**src/pwr_pkg.sv**
```systemverilog
package pwr_pkg;
  // ==========================================================
  // Register map
  localparam logic [7:0] POWER_CONTROL_REGISTER_ADDR = 8'h87; // Power control register address
  localparam int IDLE_BIT = 0; // Idle request field
  localparam int PDOWN_BIT = 1; // Power-down request field
  localparam int FLAG0_BIT = 2; // Software flag zero
  localparam int FLAG1_BIT = 3; // Software flag one
  localparam int POF_BIT = 4; // Power-off flag, set at reset
  localparam logic [7:0] POWER_CONTROL_REGISTER_RESET = 8'h10; // Reset value, X read as zero
  localparam logic [7:0] POWER_CONTROL_REGISTER_MASK = 8'hDF; // Bit 5 reads zero
  // ==========================================================
  // Timing
  localparam int WARM_RST_PERIODS = 24; // Oscillator periods to qualify a warm reset
  localparam int WARM_RST_CYCLES = WARM_RST_PERIODS; // One clk per oscillator period
  localparam int WDOG_PULSE_CYCLES = 24; // Length of the driven reset pulse
  localparam int OSC_WAKE_CYCLES = 16; // Oscillator restart settling
  localparam int CNT_W = 5; // Counter width
  // ==========================================================
  // Mode states
  typedef enum logic [1:0] {
    MODE_RUN = 2'b00,
    MODE_IDLE = 2'b01,
    MODE_PDOWN = 2'b10,
    MODE_WAKE = 2'b11
  } pwr_mode_t;
endpackage

```
**src/sync2.sv**
```systemverilog
`timescale 1ns/100ps
`default_nettype none
// ==========================================================
// Two-flop level synchroniser
module sync2 (
  input wire logic clk, // Clock
  input wire logic sys_rst, // Reset
  input wire logic d, // Async level
  output logic q // Synchronised level
);
  logic meta; // First stage, read only by q
  // Chain of two flops
  always_ff @(posedge clk) begin
    if (sys_rst) begin
      meta <= 1'b0;
      q <= 1'b0;
    end else begin
      meta <= d;
      q <= meta;
    end
  end
endmodule // sync2
`default_nettype wire

```
**src/pulse_count.sv**
```systemverilog
`timescale 1ns/100ps
`default_nettype none
// ==========================================================
// Saturating counter that flags after a fixed number of cycles
module pulse_count #(
  parameter logic [4:0] LIMIT = 5'd24 // Cycles to reach done
) (
  input wire logic clk, // Clock
  input wire logic sys_rst, // Reset
  input wire logic run, // Count while high, clear when low
  output logic done // High once LIMIT cycles of run have passed
);
  logic [4:0] cnt; // Elapsed cycles
  // Restart whenever run falls
  always_ff @(posedge clk) begin
    if (sys_rst || !run) begin
      cnt <= 5'h00;
      done <= 1'b0;
    end else if (cnt != LIMIT) begin
      cnt <= cnt + 5'd1;
      done <= (cnt == LIMIT - 5'd1);
    end
  end
endmodule // pulse_count
`default_nettype wire

```
**src/pwr_ctrl.sv**
```systemverilog
// How it works
// - Reset pin high 24 periods gives warm reset
// - Pulse count in oscillator periods, any speed
// - Watchdog expiry drives reset pulse onto pin
// - Idle stops only the processor clock
// - Idle keeps processor state and memories
// - Idle bit write enters idle immediately
// - Both bits set: power-down only, no idle
// - Enabled interrupt clears idle bit, resumes
// - Reset pin clears idle bit, restores clock
// - Next instruction after entry avoids port writes
// - Converter done exits converter-started idle
// - Power-down stops oscillator, freezes all clocks
// - Power-down bit write enters power-down immediately
// - Only external interrupts wake power-down
// - Wake clears bit, restarts, waits pin release
// - Interrupt wake keeps registers and memory
// - Reset pin clears power-down bit, restarts clocks
// - Reset wake reinitialises registers, keeps memory
// - Ports high in reset, hold data otherwise
// - Control register at 87h, bits 0 to 3; here bits 4, 6 and 7 are also stored
// - Software flags change only by software; here a qualified reset also clears them
//
// Design decisions made here: the strobed register port and the register offsets.
`timescale 1ns/100ps
`default_nettype none
module pwr_ctrl
  import pwr_pkg::*;
(
  input wire logic clk, // Oscillator clock
  input wire logic sys_rst, // Cold reset, sync active high
  input wire logic [7:0] reg_addr, // Register address
  input wire logic [7:0] reg_wdata, // Register write data
  input wire logic reg_wr, // Write strobe
  input wire logic reg_rd, // Read strobe
  output logic [7:0] reg_rdata, // Read data, cycle after strobe
  input wire logic rst_pin_in, // Reset pin level
  output logic rst_pin_out, // Reset pin drive value
  output logic rst_pin_oe, // Reset pin drive enable
  input wire logic wdog_expire, // Watchdog expiry pulse
  input wire logic irq_pending, // Any enabled interrupt pending
  input wire logic ext_irq_zero_n, // External interrupt 0, active low
  input wire logic ext_irq_one_n, // External interrupt 1, active low
  input wire logic adc_idle_mode, // Idle entered by converter idle
  input wire logic adc_done, // Conversion complete pulse
  input wire logic double_speed_mode, // Speed select, no effect on qualifier
  output logic cpu_clk_en, // Processor clock enable
  output logic periph_clk_en, // Peripheral clock enable
  output logic osc_en, // Oscillator run enable
  output logic warm_rst, // Internal reset request
  output logic ports_force_high, // Ports drive high
  output logic [1:0] mode_state // Current power mode
);
  // ==========================================================
  // Declarations
  pwr_mode_t mode; // Mode machine state
  pwr_mode_t next_mode; // Next state
  logic [7:0] power_control_register; // Power control register
  logic pin_sync; // Synchronised reset pin
  logic pin_long; // Pin held long enough
  logic [CNT_W-1:0] wd_cnt; // Watchdog pulse remaining
  logic [CNT_W-1:0] osc_cnt; // Oscillator settle counter
  logic ext_wake; // Any external interrupt low
  logic wr_power_control_register; // Write hit on control register
  logic unused_speed; // Speed select is not used by design

  assign unused_speed = double_speed_mode; // Count is mode independent
  assign ext_wake = !ext_irq_zero_n || !ext_irq_one_n; // Only these wake
  assign wr_power_control_register = reg_wr && (reg_addr == POWER_CONTROL_REGISTER_ADDR);

  // ==========================================================
  // Reset pin path; clear synchronised before it gates clocks
  sync2 pin_sync_u (
    .clk(clk),
    .sys_rst(sys_rst),
    .d(rst_pin_in),
    .q(pin_sync)
  );

  // Qualifier restarts whenever the pin drops early
  pulse_count #(.LIMIT(5'(WARM_RST_CYCLES))) qual_u (
    .clk(clk),
    .sys_rst(sys_rst),
    .run(pin_sync),
    .done(pin_long)
  );

  // ==========================================================
  // Watchdog pulse drive onto the pin
  always_ff @(posedge clk) begin
    if (sys_rst) begin
      wd_cnt <= '0;
      rst_pin_out <= 1'b0;
      rst_pin_oe <= 1'b0;
    end else begin
      if (wdog_expire) begin
        wd_cnt <= CNT_W'(WDOG_PULSE_CYCLES);
      end else if (wd_cnt != '0) begin
        wd_cnt <= wd_cnt - 1'b1;
      end
      rst_pin_oe <= wdog_expire || (wd_cnt > 1);
      rst_pin_out <= wdog_expire || (wd_cnt > 1);
    end
  end

  // Internal warm reset and port state
  always_ff @(posedge clk) begin
    if (sys_rst) begin
      warm_rst <= 1'b1;
      ports_force_high <= 1'b1;
    end else begin
      warm_rst <= pin_long;
      ports_force_high <= pin_long; // Ports keep data in low modes
    end
  end

  // ==========================================================
  // Control register; flags changed only by software or a qualified reset
  always_ff @(posedge clk) begin
    if (sys_rst || pin_long) begin
      power_control_register <= POWER_CONTROL_REGISTER_RESET; // Reset reinitialises it
    end else begin
      if (wr_power_control_register) begin
        power_control_register <= reg_wdata & POWER_CONTROL_REGISTER_MASK;
      end else begin
        if (pin_sync) begin
          power_control_register[IDLE_BIT] <= 1'b0;
          power_control_register[PDOWN_BIT] <= 1'b0;
        end
        if (mode == MODE_IDLE && (irq_pending || (adc_idle_mode && adc_done))) begin
          power_control_register[IDLE_BIT] <= 1'b0;
        end
        if (mode == MODE_PDOWN && ext_wake) begin
          power_control_register[PDOWN_BIT] <= 1'b0;
        end
        if (mode == MODE_PDOWN && power_control_register[IDLE_BIT]) begin
          power_control_register[IDLE_BIT] <= 1'b0; // No idle after power-down
        end
      end
    end
  end

  // Read port, one cycle latency
  always_ff @(posedge clk) begin
    if (sys_rst) begin
      reg_rdata <= 8'h00;
    end else if (reg_rd && reg_addr == POWER_CONTROL_REGISTER_ADDR) begin
      reg_rdata <= power_control_register;
    end else begin
      reg_rdata <= 8'h00; // Unmapped reads zero
    end
  end

  // ==========================================================
  // Mode machine
  always_comb begin
    next_mode = mode;
    unique case (mode)
      MODE_RUN: begin
        if (wr_power_control_register && reg_wdata[PDOWN_BIT]) begin
          next_mode = MODE_PDOWN; // Power-down wins
        end else if (wr_power_control_register && reg_wdata[IDLE_BIT]) begin
          next_mode = MODE_IDLE;
        end
      end
      MODE_IDLE: begin
        if (pin_sync || irq_pending || (adc_idle_mode && adc_done)) begin
          next_mode = MODE_RUN;
        end
      end
      MODE_PDOWN: begin
        if (pin_sync || ext_wake) begin
          next_mode = MODE_WAKE;
        end
      end
      MODE_WAKE: begin
        if (pin_sync || (osc_cnt == '0 && !ext_wake)) begin
          next_mode = MODE_RUN; // Resume on release
        end
      end
    endcase
  end

  // State register and oscillator settle counter
  always_ff @(posedge clk) begin
    if (sys_rst) begin
      mode <= MODE_RUN;
      osc_cnt <= '0;
    end else begin
      mode <= next_mode;
      if (next_mode == MODE_WAKE && mode == MODE_PDOWN) begin
        osc_cnt <= CNT_W'(OSC_WAKE_CYCLES);
      end else if (osc_cnt != '0) begin
        osc_cnt <= osc_cnt - 1'b1;
      end
    end
  end

  // Clock gates; state kept since only enables drop
  always_ff @(posedge clk) begin
    if (sys_rst) begin
      cpu_clk_en <= 1'b1;
      periph_clk_en <= 1'b1;
      osc_en <= 1'b1;
      mode_state <= 2'b00;
    end else begin
      cpu_clk_en <= (next_mode == MODE_RUN);
      periph_clk_en <= (next_mode == MODE_RUN) || (next_mode == MODE_IDLE);
      osc_en <= (next_mode != MODE_PDOWN);
      mode_state <= next_mode;
    end
  end

  // ==========================================================
  // Checks
  qual_len_a: assert property (@(posedge clk) disable iff (sys_rst)
    $rose(warm_rst) |-> $past(pin_sync, 2)) else $error("warm reset without pin");
  short_pulse_a: assert property (@(posedge clk) disable iff (sys_rst)
    $fell(pin_sync) |=> !pin_long) else $error("short pulse qualified");
  wdog_drive_a: assert property (@(posedge clk) disable iff (sys_rst)
    wdog_expire |=> rst_pin_oe && rst_pin_out) else $error("no watchdog drive");
  idle_gate_a: assert property (@(posedge clk) disable iff (sys_rst)
    mode == MODE_IDLE |-> !cpu_clk_en && periph_clk_en) else $error("idle gating");
  idle_enter_a: assert property (@(posedge clk) disable iff (sys_rst)
    mode == MODE_RUN && wr_power_control_register && reg_wdata[IDLE_BIT] && !reg_wdata[PDOWN_BIT]
    |=> mode == MODE_IDLE) else $error("idle not entered");
  both_bits_a: assert property (@(posedge clk) disable iff (sys_rst)
    mode == MODE_RUN && wr_power_control_register && reg_wdata[PDOWN_BIT] |=> mode == MODE_PDOWN)
    else $error("power-down not entered");
  pd_osc_a: assert property (@(posedge clk) disable iff (sys_rst)
    mode == MODE_PDOWN |-> !osc_en) else $error("oscillator runs");
  irq_exit_a: assert property (@(posedge clk) disable iff (sys_rst)
    mode == MODE_IDLE && irq_pending && !wr_power_control_register |=> mode == MODE_RUN && !power_control_register[IDLE_BIT])
    else $error("idle exit failed");
  pd_wake_a: assert property (@(posedge clk) disable iff (sys_rst)
    mode == MODE_PDOWN && !ext_wake && !pin_sync |=> mode == MODE_PDOWN)
    else $error("spurious wake");

  // ==========================================================
  // Reset pin and watchdog drive checks

  // Driven pulse stays up for a good stretch, not a glitch
  wdog_len_a: assert property (@(posedge clk) disable iff (sys_rst)
    wdog_expire |=> rst_pin_oe [*8]) else $error("watchdog pulse short");

  // Pin is only ever driven to the reset level
  pin_level_a: assert property (@(posedge clk) disable iff (sys_rst)
    rst_pin_oe |-> rst_pin_out) else $error("pin driven low");

  // Drive lets go once the pulse counter has run out
  wdog_off_a: assert property (@(posedge clk) disable iff (sys_rst)
    !wdog_expire && wd_cnt <= 1 |=> !rst_pin_oe) else $error("pin drive stuck");

  // Ports follow the internal reset exactly
  ports_track_a: assert property (@(posedge clk) disable iff (sys_rst)
    ports_force_high == warm_rst) else $error("ports not tracking reset");

  // While warm reset stands the register holds its reset value
  warm_power_control_register_a: assert property (@(posedge clk) disable iff (sys_rst)
    warm_rst |-> power_control_register == POWER_CONTROL_REGISTER_RESET) else $error("register not reinitialised");

  // ==========================================================
  // Register checks

  // Read data is the register value at the strobe
  rd_data_a: assert property (@(posedge clk) disable iff (sys_rst)
    reg_rd && reg_addr == POWER_CONTROL_REGISTER_ADDR |=> reg_rdata == $past(power_control_register))
    else $error("read data wrong");

  // Read port idles at zero without a strobe
  rd_zero_a: assert property (@(posedge clk) disable iff (sys_rst)
    !reg_rd |=> reg_rdata == 8'h00) else $error("read data not idle");

  // Reserved bit never holds a one
  rsvd_zero_a: assert property (@(posedge clk) disable iff (sys_rst)
    (power_control_register & ~POWER_CONTROL_REGISTER_MASK) == 8'h00) else $error("reserved bit set");

  // Flags move only on a software write or a qualified reset
  flags_keep_a: assert property (@(posedge clk) disable iff (sys_rst)
    !wr_power_control_register && !pin_long |=> $stable(power_control_register[FLAG1_BIT:FLAG0_BIT]))
    else $error("flag changed by hardware");

  // ==========================================================
  // Mode checks

  // Run mode keeps every clock going
  run_gate_a: assert property (@(posedge clk) disable iff (sys_rst)
    mode == MODE_RUN |-> cpu_clk_en && periph_clk_en && osc_en)
    else $error("run gating");

  // Idle leaves the oscillator running for the peripherals
  idle_osc_a: assert property (@(posedge clk) disable iff (sys_rst)
    mode == MODE_IDLE |-> osc_en) else $error("idle stops oscillator");

  // Idle holds with no exit cause, so state is kept
  idle_hold_a: assert property (@(posedge clk) disable iff (sys_rst)
    mode == MODE_IDLE && !pin_sync && !irq_pending && !(adc_idle_mode && adc_done)
    |=> mode == MODE_IDLE) else $error("idle left early");

  // Reset pin ends idle and clears the request
  idle_pin_a: assert property (@(posedge clk) disable iff (sys_rst)
    mode == MODE_IDLE && pin_sync && !wr_power_control_register |=> mode == MODE_RUN && !power_control_register[IDLE_BIT])
    else $error("pin did not end idle");

  // Conversion done ends converter-started idle
  adc_exit_a: assert property (@(posedge clk) disable iff (sys_rst)
    mode == MODE_IDLE && adc_idle_mode && adc_done |=> mode == MODE_RUN)
    else $error("conversion did not end idle");

  // Power-down stops the processor and peripheral clocks
  pd_gate_a: assert property (@(posedge clk) disable iff (sys_rst)
    mode == MODE_PDOWN |-> !cpu_clk_en && !periph_clk_en)
    else $error("power-down gating");

  // Outside power-down the oscillator always runs
  osc_on_a: assert property (@(posedge clk) disable iff (sys_rst)
    mode != MODE_PDOWN |-> osc_en) else $error("oscillator stopped");

  // Idle request is dropped while powered down
  pd_no_idle_a: assert property (@(posedge clk) disable iff (sys_rst)
    mode == MODE_PDOWN && !wr_power_control_register |=> !power_control_register[IDLE_BIT])
    else $error("idle kept after power-down");

  // External wake clears the power-down request
  pd_clear_a: assert property (@(posedge clk) disable iff (sys_rst)
    mode == MODE_PDOWN && ext_wake && !wr_power_control_register |=> mode == MODE_WAKE && !power_control_register[PDOWN_BIT])
    else $error("wake did not clear request");

  // Reset pin ends power-down and clears the request
  pd_pin_a: assert property (@(posedge clk) disable iff (sys_rst)
    mode == MODE_PDOWN && pin_sync && !wr_power_control_register |=> mode == MODE_WAKE && !power_control_register[PDOWN_BIT])
    else $error("pin did not end power-down");

  // Execution waits while the wake input is still held
  wake_hold_a: assert property (@(posedge clk) disable iff (sys_rst)
    mode == MODE_WAKE && ext_wake && !pin_sync |=> mode == MODE_WAKE)
    else $error("resumed before release");

  // Execution waits for the oscillator to settle
  wake_settle_a: assert property (@(posedge clk) disable iff (sys_rst)
    mode == MODE_WAKE && osc_cnt != '0 && !pin_sync |=> mode == MODE_WAKE)
    else $error("resumed before settle");
endmodule // pwr_ctrl
`default_nettype wire

```
**config.mk**
```make
export PLATFORM = sky130hd
export DESIGN_NAME = pwr_ctrl
export DESIGN_NICKNAME = d
export VERILOG_FILES = /design/src/pwr_pkg.sv /design/src/sync2.sv /design/src/pulse_count.sv /design/src/pwr_ctrl.sv
export SDC_FILE = /design/constraint.sdc
export NUM_CORES = 1
export LEC_CHECK = 0
export BUFFER_PORTS_ARGS = -buffer_cell sky130_fd_sc_hd__buf_2
export CORE_MARGIN = 2
export CORE_UTILIZATION = 45
export DETAILED_ROUTE_END_ITERATION = 12
export GPL_ROUTABILITY_DRIVEN = 0
export GPL_TIMING_DRIVEN = 1
export HOLD_SLACK_MARGIN = 0.03
export PLACE_DENSITY = 0.71
export SLEW_MARGIN = 20
export SYNTH_ARGS = -nofsm -noshare
export SYNTH_HDL_FRONTEND = slang
export SYNTH_SLANG_ARGS = --single-unit
```
**constraint.sdc**
```tcl
create_clock -name clk -period 2.02 [get_ports clk]
set_input_delay 0.404 -clock clk [delete_from_list [all_inputs] [get_ports clk]]
set_output_delay 0.404 -clock clk [all_outputs]
set_load 0.03 [all_outputs]
```
==> results of run 1 <==
==> sequential cells by signal, summed over array words and instances, names as in the netlist <==
name                    flops
osc_en                      1
wd_cnt                      5
mode_state                  2
qual_u.done                 1
periph_clk_en               1
power_control_register      7
qual_u.cnt                  5
reg_rdata                   7
ports_force_high            1
rst_pin_oe                  1
pin_sync_u.meta             1
osc_cnt                     5
pin_sync_u.q                1
cpu_clk_en                  1
==> layout make-up <==
| type | instances | area share |
|---|---|---|
| clock buffers | 6 | 0.0407 |
| well taps | 48 | 0.0296 |
| clock inverters | 2 | 0.0173 |
| flip-flops and latches | 39 | 0.385 |
| repair buffers | 42 | 0.105 |
| inverters | 13 | 0.0241 |
| multi-input cells | 119 | 0.399 |
==> final timing paths <==
path,from,cells after the start,end
max,osc_cnt[0]$_SDFFE_PP0P_,6,cpu_clk_en$_SDFF_PP1_
min,reg_wdata[4],3,power_control_register[4]$_SDFFE_PP1N_
max reg2reg,osc_cnt[0]$_SDFFE_PP0P_,6,cpu_clk_en$_SDFF_PP1_
min reg2reg,pin_sync_u.meta$_SDFF_PP0_,1,pin_sync_u.q$_SDFF_PP0_
==> layout by cell type, fill, tap and decap left out, drive strengths merged, types with 2 or more instances in the layout <==
cell type	synthesis	final
a21oi	13	13
and2	7	7
and4b	2	2
buf	3	42
clkbuf	1	6
dfxtp	39	39
ha	7	7
inv	13	13
mux2i	7	7
nand2	7	7
nand2b	3	3
nand3	6	6
nor2	20	20
nor2b	4	4
nor3	8	8
nor3b	3	3
nor4b	2	2
o21ai	2	2
or3	2	2
or4b	3	3
xnor2	5	5
xor2	2	2
==> worst max-delay path: stages (launching register included) <==
cell	delay (ns)
dfxtp_1	0.33
inv_1	0.10
ha_1	0.19
or4b_4	0.51
o311ai_2	0.26
a2bb2o_1	0.22
a31o_1	0.14
==> logic make-up after synthesis <==
logic type,Yosys count,synth area share
other,1,0.00224
AOI/OAI and AO/OA,23,0.0875
adders and majority gates,7,0.0523
muxes,7,0.0419
buffers and inverters,17,0.0508
DFF,39,0.466
and+or+nand+nor,74,0.262
xor gates and xnor gates,7,0.0366
==> power by group through the flow <==
stage / registers [mW] / logic, mW / clock network (mW)
2_1_floorplan: 0.899 / 0.335 / 0
3_3_place_gp: 0.904 / 0.406 / 0
3_5_place_dp: 0.905 / 0.413 / 0
4_1_cts: 0.887 / 0.415 / 0.672
5_1_grt: 0.899 / 0.478 / 0.709
6_report: 0.887 / 0.413 / 0.649
==> per-layer routing <==
| metal | vias up | track usage | wire, um |
|---|---|---|---|
| li1 | 678 | - | - |
| met1 | 560 | 0.195 | 1430 |
| met2 | 25 | 0.229 | 1280 |
| met3 | 5 | 0.0382 | 144 |
| met4 | 0 | 0.0559 | 30 |
| met5 | - | 0 | 0 |
==> through the flow <==
step	hold WS, ns	std cells	worst slack, ns	total power [mW]
global route	0.336	269	0.149	2.09
CTS	0.324	269	0.232	1.97
global placement	0.425	261	0.271	1.31
finish	0.331	269	0.224	1.95
floorplan	0.414	175	0.371	1.23
detailed placement	0.431	261	0.246	1.32
==> flow_metrics.env, run 1 <==
export IMPL_fillers=340
export IMPL_grt_pass1_vias=1120
export IMPL_end_kind="register"
export IMPL_die_area_um2=4220
export IMPL_cts_sinks=39
export IMPL_hold_buffers=0
export IMPL_clock_fmax_mhz=557
export IMPL_regArea_um2=781
export IMPL_grt_antenna_before_repair=0
export IMPL_synth_most_common_cell="dfxtp_1"
export IMPL_n_antenna_cell=0
export IMPL_dpl_cell_area_um2=1910
export IMPL_synth_top_area_cell="dfxtp_1"
export IMPL_core_area_um2=3610
export IMPL_grt_total_usage=0.147
export IMPL_die_h_um=65.0
export IMPL_first_iter_violations=77
export IMPL_cp_start_kind="register"
export IMPL_vias_per_cell=4.71
export IMPL_cts_root_buffer="clkbuf_8"
export IMPL_switching_share=0.262
export IMPL_min_path_type="in -> reg"
export IMPL_ys_seq_area_frac=0.466
export IMPL_fin_nets=255
export IMPL_seqPwrFrac=0.455
export IMPL_cts_tree="done"
export IMPL_cts_buffer_depth=2
export IMPL_slew_violations=0
export IMPL_p_sw_uw=511
export IMPL_max_vdd_ir_drop_mv=0.378
export IMPL_p_clk_frac=0.333
export IMPL_grt_ovfl_total=0
export IMPL_drc=0
export IMPL_powerDensity_nw_per_um2=961
export IMPL_syn_inst=175
export IMPL_crit_type="reg -> reg"
export IMPL_p_leak_nw=0.908
export IMPL_grt_setup_unrepaired="no"
export IMPL_status="completed"
export IMPL_synth_cell_types=41
export IMPL_drive_gt1_frac=0.285
export IMPL_start_util=0.464
export IMPL_crit_fanout=5
export IMPL_fin_area_um2=2030
export IMPL_fin_crit_ns=1.80
export IMPL_p_comb_frac=0.212
export IMPL_grt_pass1_wl_um=4840
export IMPL_path_clk_slew_ns=0.07
export IMPL_fin_worst_skew_ns=0.00922
export IMPL_synth_edff_count=0
export IMPL_drv_cap=0
export IMPL_dr_pass1_iters=4
export IMPL_wirelength_um=2880
export IMPL_synthArstFlopShare=0
export IMPL_tightest_slew_ns=0.524
export IMPL_required_ns=2.24
export IMPL_slew_headroom=0.650
export IMPL_synth_top_cell_area_share=0.466
export IMPL_intPower_mw=1.44
export IMPL_ys_flop_type="dfxtp_1"
export IMPL_postLayoutCoreUtil=0.562
export IMPL_ios=45
export IMPL_reg2reg_slack_ns=0.22
export IMPL_routedWlPerCell_um=10.7
export IMPL_finalSetupTns_ns=0
export IMPL_rows=22
export IMPL_io_buffers=41
export IMPL_grt_max_degree=17
export IMPL_die_w_um=65.0
export IMPL_vias=1268
export IMPL_dp_hpwl_um=2220
export IMPL_setup_viol=0
export IMPL_synth_common_cells="dfxtp_1, nor2_1, a21oi_1, inv_1, nor3_1"
export IMPL_finalHoldViolCount=0
export IMPL_synthTopCellsByArea="dfxtp_1, ha_1, nor2_1"
export IMPL_synth_nets=210
export IMPL_clk_latency_ns=0.28
export IMPL_syn_area_per_cell_um2=9.57
export IMPL_post_route_period_util=0.889
export IMPL_ant_nets=0
export IMPL_postCtsSetupRepairBufs=0
export IMPL_ys_seq_elements=39
export IMPL_cts_resized=0
export IMPL_netlist_area_um2=1670
export IMPL_multi_input_area_um2=808
export IMPL_ys_warn_count=0
export IMPL_cts_max_level=2
export IMPL_critPathArrivalTime_ns=2.02
export IMPL_syn2layout_area_growth_pct=21.2
export IMPL_cts_buffers_inserted=5
No activity file was read; power rests on OpenSTA's default activity.
==> run 2: changes to the inputs <==
--- a/config.mk
+++ b/config.mk
@@ -5,6 +5,7 @@
 export SDC_FILE = /design/constraint.sdc
 export NUM_CORES = 1
 export LEC_CHECK = 0
+export ABC_AREA = 1
 export BUFFER_PORTS_ARGS = -buffer_cell sky130_fd_sc_hd__buf_2
 export CORE_MARGIN = 2
 export CORE_UTILIZATION = 45
==> run 2 against run 1 <==
Sequential share of layout area about the same. Routed wire length is 9.5% higher. Global-route usage up 1.9 points. Via count is 14% higher. Clock-buffer cell count shrank 1.
==> flow_metrics.env, run 2 <==
export IMPL_cts_root_buffer="clkbuf_8"
export IMPL_grt_ovfl_total=0
export IMPL_p_leak_nw=0.969
export IMPL_syn_inst=226
export IMPL_critical_path_max_stage_delay_ns=0.33
export IMPL_finalSetupTns_ns=0
export IMPL_dr_max_layer_used="met4"
export IMPL_grt_max_degree=14
export IMPL_max_vdd_ir_drop_mv=0.504
export IMPL_rows=22
export IMPL_ys_warn_count=0
export IMPL_syn_area_per_cell_um2=7.52
export IMPL_fin_hold_ws_ns=0.315
export IMPL_slew_violations=0
export IMPL_synth_nets=261
export IMPL_finalHoldViolCount=0
export IMPL_ios=45
export IMPL_synthTopCellsByArea="dfxtp_1, inv_1, nor2_1"
export IMPL_setup_ws_ns=0.643
export IMPL_syn2layout_area_growth_pct=19.2
export IMPL_die_h_um=65.4
export IMPL_die_area_um2=4280
export IMPL_dp_hpwl_um=2490
export IMPL_wirelength_um=3160
export IMPL_clock_fmax_mhz=726
export IMPL_cts_buffers_inserted=5
export IMPL_powerDensity_nw_per_um2=862
export IMPL_critPathArrivalTime_ns=1.54
export IMPL_grt_pass1_vias=1309
export IMPL_grt_pass1_wl_um=5450
export IMPL_synth_edff_count=0
export IMPL_drv_cap=0
export IMPL_start_util=0.468
export IMPL_vias=1449
export IMPL_hold_buffers=0
export IMPL_fin_worst_skew_ns=0.00670
export IMPL_io_buffers=41
export IMPL_cts_sinks=39
export IMPL_critPathBufInv=1
export IMPL_status="completed"
export IMPL_dp_slack_ns=0.615
export IMPL_synth_most_common_cell="inv_1"
export IMPL_layout_cells_most_common="inv_1"
export IMPL_synth_common_cells="inv_1, dfxtp_1, nor2_1"
export IMPL_path_cells="inv_1 > ha_1 > nand3_2 > o21ai_2 > nand2_1 > nor2_2 > nand3_1"
export IMPL_ys_seq_area_frac=0.459
export IMPL_synthArstFlopShare=0
export IMPL_cts_resized=0
export IMPL_crit_slowest_cell="dfxtp_1"
export IMPL_cts_buffer_depth=2
export IMPL_min_path_type="in -> reg"
export IMPL_grt_total_usage=0.166
export IMPL_critical_path_top_delay_family="simple AND/OR/NAND/NOR gates"
export IMPL_routedWlPerCell_um=9.90
export IMPL_drive_gt1_frac=0.232
export IMPL_core_area_um2=3630
export IMPL_crit_type="reg -> reg"
export IMPL_synth_top_cell_area_share=0.459
export IMPL_wl_met1_um=1470
export IMPL_first_iter_violations=71
export IMPL_end_kind="register"
export IMPL_setup_viol=0
export IMPL_postLayoutCoreUtil=0.558
export IMPL_synth_top_area_cell="dfxtp_1"
export IMPL_dr_pass1_iters=4
export IMPL_ant_nets=0
export IMPL_fin_nets=305
export IMPL_final_cell_mix="inv_1, buf_2, dfxtp_1"
export IMPL_cp_start_kind="register"
export IMPL_cts_max_level=2
export IMPL_synth_cell_types=27
export IMPL_post_route_period_util=0.682
export IMPL_vias_per_cell=4.54
export IMPL_route_met3_wl_um=223
export IMPL_wl_met2_um=1410
export IMPL_cts_tree="done"
export IMPL_drc=0
export IMPL_fin_crit_ns=1.38
export IMPL_grt_setup_unrepaired="no"
export IMPL_ys_flop_type="dfxtp_1"
export IMPL_postCtsSetupRepairBufs=0
export IMPL_netlist_area_um2=1700
export IMPL_reg_largest_list="power_control_register x7, reg_rdata x7"
export IMPL_crit_fanout=5
export IMPL_die_w_um=65.4
export IMPL_n_antenna_cell=0
export IMPL_required_ns=2.19
export IMPL_clk_latency_ns=0.29
export IMPL_path_clk_slew_ns=0.08
export IMPL_grt_antenna_before_repair=0
export IMPL_p_total_mw=1.75
export IMPL_ys_seq_elements=39
[run 2: layer usage]
| layer | vias up | GRT usage |
|---|---|---|
| li1 | 791 | - |
| met1 | 616 | 0.200 |
| met2 | 36 | 0.273 |
| met3 | 6 | 0.0582 |
| met4 | 0 | 0.0625 |
| met5 | - | 0 |
[run 2: cell type report]
cell class	instances	area [um^2]
inverters	46	173
well taps	48	60.1
repair buffers	41	205
fillers	360	1610
clock inverters	3	20.0
flip-flops and latches	39	781
clock buffers	5	68.8
multi-input cells	137	718
[run 2: where the power goes]
group          total (mW)  switching, mW  internal [mW]  leakage [nW]
combinational       0.368          0.222          0.146         0.611
clock               0.512          0.272          0.240        0.0402
sequential          0.866         0.0420          0.824         0.318
total                1.75          0.536           1.21         0.969
[run 2: tightest hold or removal path, stage by stage]
cell	delay (ns)
buf_2	0.07
inv_1	0.03
nor2_1	0.06
[run 2: path summary, 6_finish.rpt]
kind	cells past startpoint	end	slack (ns)	start
setup / recovery	7	osc_en$_SDFF_PP1_	0.64	osc_cnt[0]$_SDFFE_PP0P_
hold / removal	3	pin_sync_u.meta$_SDFF_PP0_	0.32	rst_pin_in
setup reg to reg	7	osc_en$_SDFF_PP1_	0.64	osc_cnt[0]$_SDFFE_PP0P_
hold reg to reg	2	pin_sync_u.q$_SDFF_PP0_	0.41	pin_sync_u.meta$_SDFF_PP0_
[run 2: cells by family after synthesis]
kind of cell	count (synthesis)	synth area share
AND/OR/NAND/NOR	93	0.253
buffers and inverters	50	0.118
flip-flops	39	0.459
AO/OA/AOI/OAI	35	0.111
adder cells (fa/ha/maj)	7	0.0515
XOR/XNOR	1	0.00516
other	1	0.00221
[run 2: per-stage QoR]
stage | instances | instance area, um^2
final | 319 | 2030
after global routing | 319 | 2030
after CTS | 319 | 2030
after detailed placement | 311 | 1940
after global placement | 311 | 1940
after floorplan | 226 | 1700
==> run 3: changes to the inputs <==
--- a/config.mk
+++ b/config.mk
@@ -5,7 +5,7 @@
 export SDC_FILE = /design/constraint.sdc
 export NUM_CORES = 1
 export LEC_CHECK = 0
-export ABC_AREA = 1
+export ABC_AREA = 0
 export BUFFER_PORTS_ARGS = -buffer_cell sky130_fd_sc_hd__buf_2
 export CORE_MARGIN = 2
 export CORE_UTILIZATION = 45
==> constraint.sdc (replaced) <==
create_clock -name clk -period 1.35 [get_ports clk]
set_input_delay 0.27 -clock clk [delete_from_list [all_inputs] [get_ports clk]]
set_output_delay 0.27 -clock clk [all_outputs]
set_load 0.03 [all_outputs]
==> run 3 against run 2 <==
Fmax decreased by 14%. The run now ends with negative setup slack left. First-iteration DRC count down 34%. Clock skew is 0.0022 ns lower. Global-route usage increased by 0.48 points. Via count decreased by 2.7%. Total power grew 95%. Hold slack worse by 0.12 ns. Critical path depth down 1. Critical path type unchanged. Largest cell class is now multi-input combinational cells.
==> flow_metrics.env, run 3 (synthesized netlist as in run 1, its figures left out) <==
export IMPL_drc=0
export IMPL_core_area_um2=3610
export IMPL_routedWlPerCell_um=11.9
export IMPL_setup_ws_ns=-0.250
export IMPL_cts_buffers_inserted=5
export IMPL_cts_buffer_depth=2
export IMPL_drive_gt1_frac=0.443
export IMPL_grt_max_degree=14
export IMPL_reg_largest_list="power_control_register x7, reg_rdata x7"
export IMPL_max_vdd_ir_drop_mv=0.693
export IMPL_stdcell_count=294
export IMPL_die_h_um=65.0
export IMPL_start_util=0.464
export IMPL_die_w_um=65.0
export IMPL_critical_path_top_delay_family="compound AO/OA/AOI/OAI gates"
export IMPL_required_ns=1.59
export IMPL_status="finished, violations left"
export IMPL_hold_buffers=0
export IMPL_vias=1410
export IMPL_crit_type="reg -> reg"
export IMPL_syn2layout_area_growth_pct=39.1
export IMPL_fin_crit_ns=1.60
export IMPL_fin_nets=280
export IMPL_rows=22
export IMPL_path_cells="inv_2 > ha_4 > or4b_4 > o311ai_4 > a2bb2o_4 > a31o_1"
export IMPL_clk_latency_ns=0.29
export IMPL_first_iter_violations=47
export IMPL_grt_setup_unrepaired="yes"
export IMPL_grt_ovfl_total=0
export IMPL_dr_pass1_iters=4
export IMPL_powerDensity_nw_per_um2=1460
export IMPL_cts_root_buffer="clkbuf_8"
export IMPL_critPathArrivalTime_ns=1.84
export IMPL_grt_total_usage=0.171
export IMPL_cts_sinks=39
export IMPL_layout_cells_most_common="buf_2"
export IMPL_finalHoldViolCount=0
export IMPL_drv_cap=0
export IMPL_dp_cells=283
export IMPL_n_antenna_cell=0
export IMPL_cts_tree="done"
export IMPL_critical_path_max_stage_delay_ns=0.48
export IMPL_failed_checks="negative setup slack"
export IMPL_path_clk_slew_ns=0.08
export IMPL_dp_slack_ns=-0.229
export IMPL_ant_nets=0
export IMPL_min_path_type="in -> reg"
export IMPL_dpl_cell_area_um2=2120
export IMPL_ios=45
export IMPL_critPathBufInv=1
export IMPL_slew_violations=0
export IMPL_clock_fmax_mhz=625
export IMPL_vias_per_cell=4.80
export IMPL_final_cell_mix="buf_2, dfxtp_1, buf_4"
export IMPL_post_route_period_util=1.18
export IMPL_grt_pass1_wl_um=5510
export IMPL_fin_area_um2=2330
export IMPL_grt_pass1_vias=1238
export IMPL_end_kind="register"
export IMPL_grt_antenna_before_repair=0
export IMPL_fin_worst_skew_ns=0.00451
export IMPL_cts_max_level=2
export IMPL_crit_slowest_cell="or4b_4"
export IMPL_setup_viol=8
export IMPL_die_area_um2=4220
export IMPL_crit_fanout=3
export IMPL_p_leak_nw=1.06
export IMPL_wirelength_um=3500
export IMPL_cp_start_kind="register"
export IMPL_fillers=284
export IMPL_dp_hpwl_um=2530
export IMPL_io_buffers=41
run 3: cell count changes in the layout (fill, tap and decap cells not counted), sizes merged, moves of 7 or more:
cell   change
nand2     -23
nor2      -18
o21ai     -12
mux2i      +7
buf       +26
and2       +7
inv       -33
run 3: worst paths after layout:
check	from	endpoint	slack (ns)	cells after the start
worst min register to register	pin_sync_u.meta$_SDFF_PP0_	pin_sync_u.q$_SDFF_PP0_	0.44	1
worst min-delay path	rst_pin_in	pin_sync_u.meta$_SDFF_PP0_	0.20	2
worst max-delay path	osc_cnt[1]$_SDFFE_PP0P_	cpu_clk_en$_SDFF_PP1_	-0.25	6
worst max register to register	osc_cnt[1]$_SDFFE_PP0P_	cpu_clk_en$_SDFF_PP1_	-0.25	6
run 3: metrics by stage:
| stage | utilization | hold WS, ns | TNS, ns | total power [mW] |
|---|---|---|---|---|
| after detailed placement | 0.589 | 0.427 | -2.63 | 2.25 |
| final | 0.646 | 0.197 | -1.41 | 3.40 |
| after global placement | 0.589 | 0.425 | -2.36 | 2.23 |
| after CTS | 0.635 | 0.195 | -1.23 | 3.34 |
| after global routing | 0.646 | 0.202 | -1.85 | 3.59 |
| after floorplan | - | 0.342 | -0.757 | 1.89 |
run 3: area by class of cell:
cell class	instances	area, um^2	area share
Multi-Input combinational cell	119	906	0.389
Sequential cell	39	793	0.341
Timing Repair Buffer	67	408	0.175
Clock buffer	5	68.8	0.0296
Tap cell	48	60.1	0.0258
Inverter	13	48.8	0.0210
Clock inverter	3	43.8	0.0188
run 3: power breakdown:
part,internal [mW],leakage (nW),switching (mW)
logic,0.620,0.677,0.500
clock network,0.550,0.0581,0.408
registers,1.25,0.321,0.0725
total,2.42,1.06,0.981
run 3: timing repair:
action,CTS,global route
resized for setup,8,12
buffers inserted,3,1
gates cloned,0,0
endpoints found under the setup margin,9,14
pin swaps,4,2
run 3: metal layers:
metal	routed length [um]	global-route usage	share of wire	vias up
li1	-	-	-	735
met1	1630	0.222	0.47	644
met4	42	0.0559	0.012	0
met3	151	0.0434	0.043	4
met2	1680	0.277	0.48	27
met5	0	0	0	-
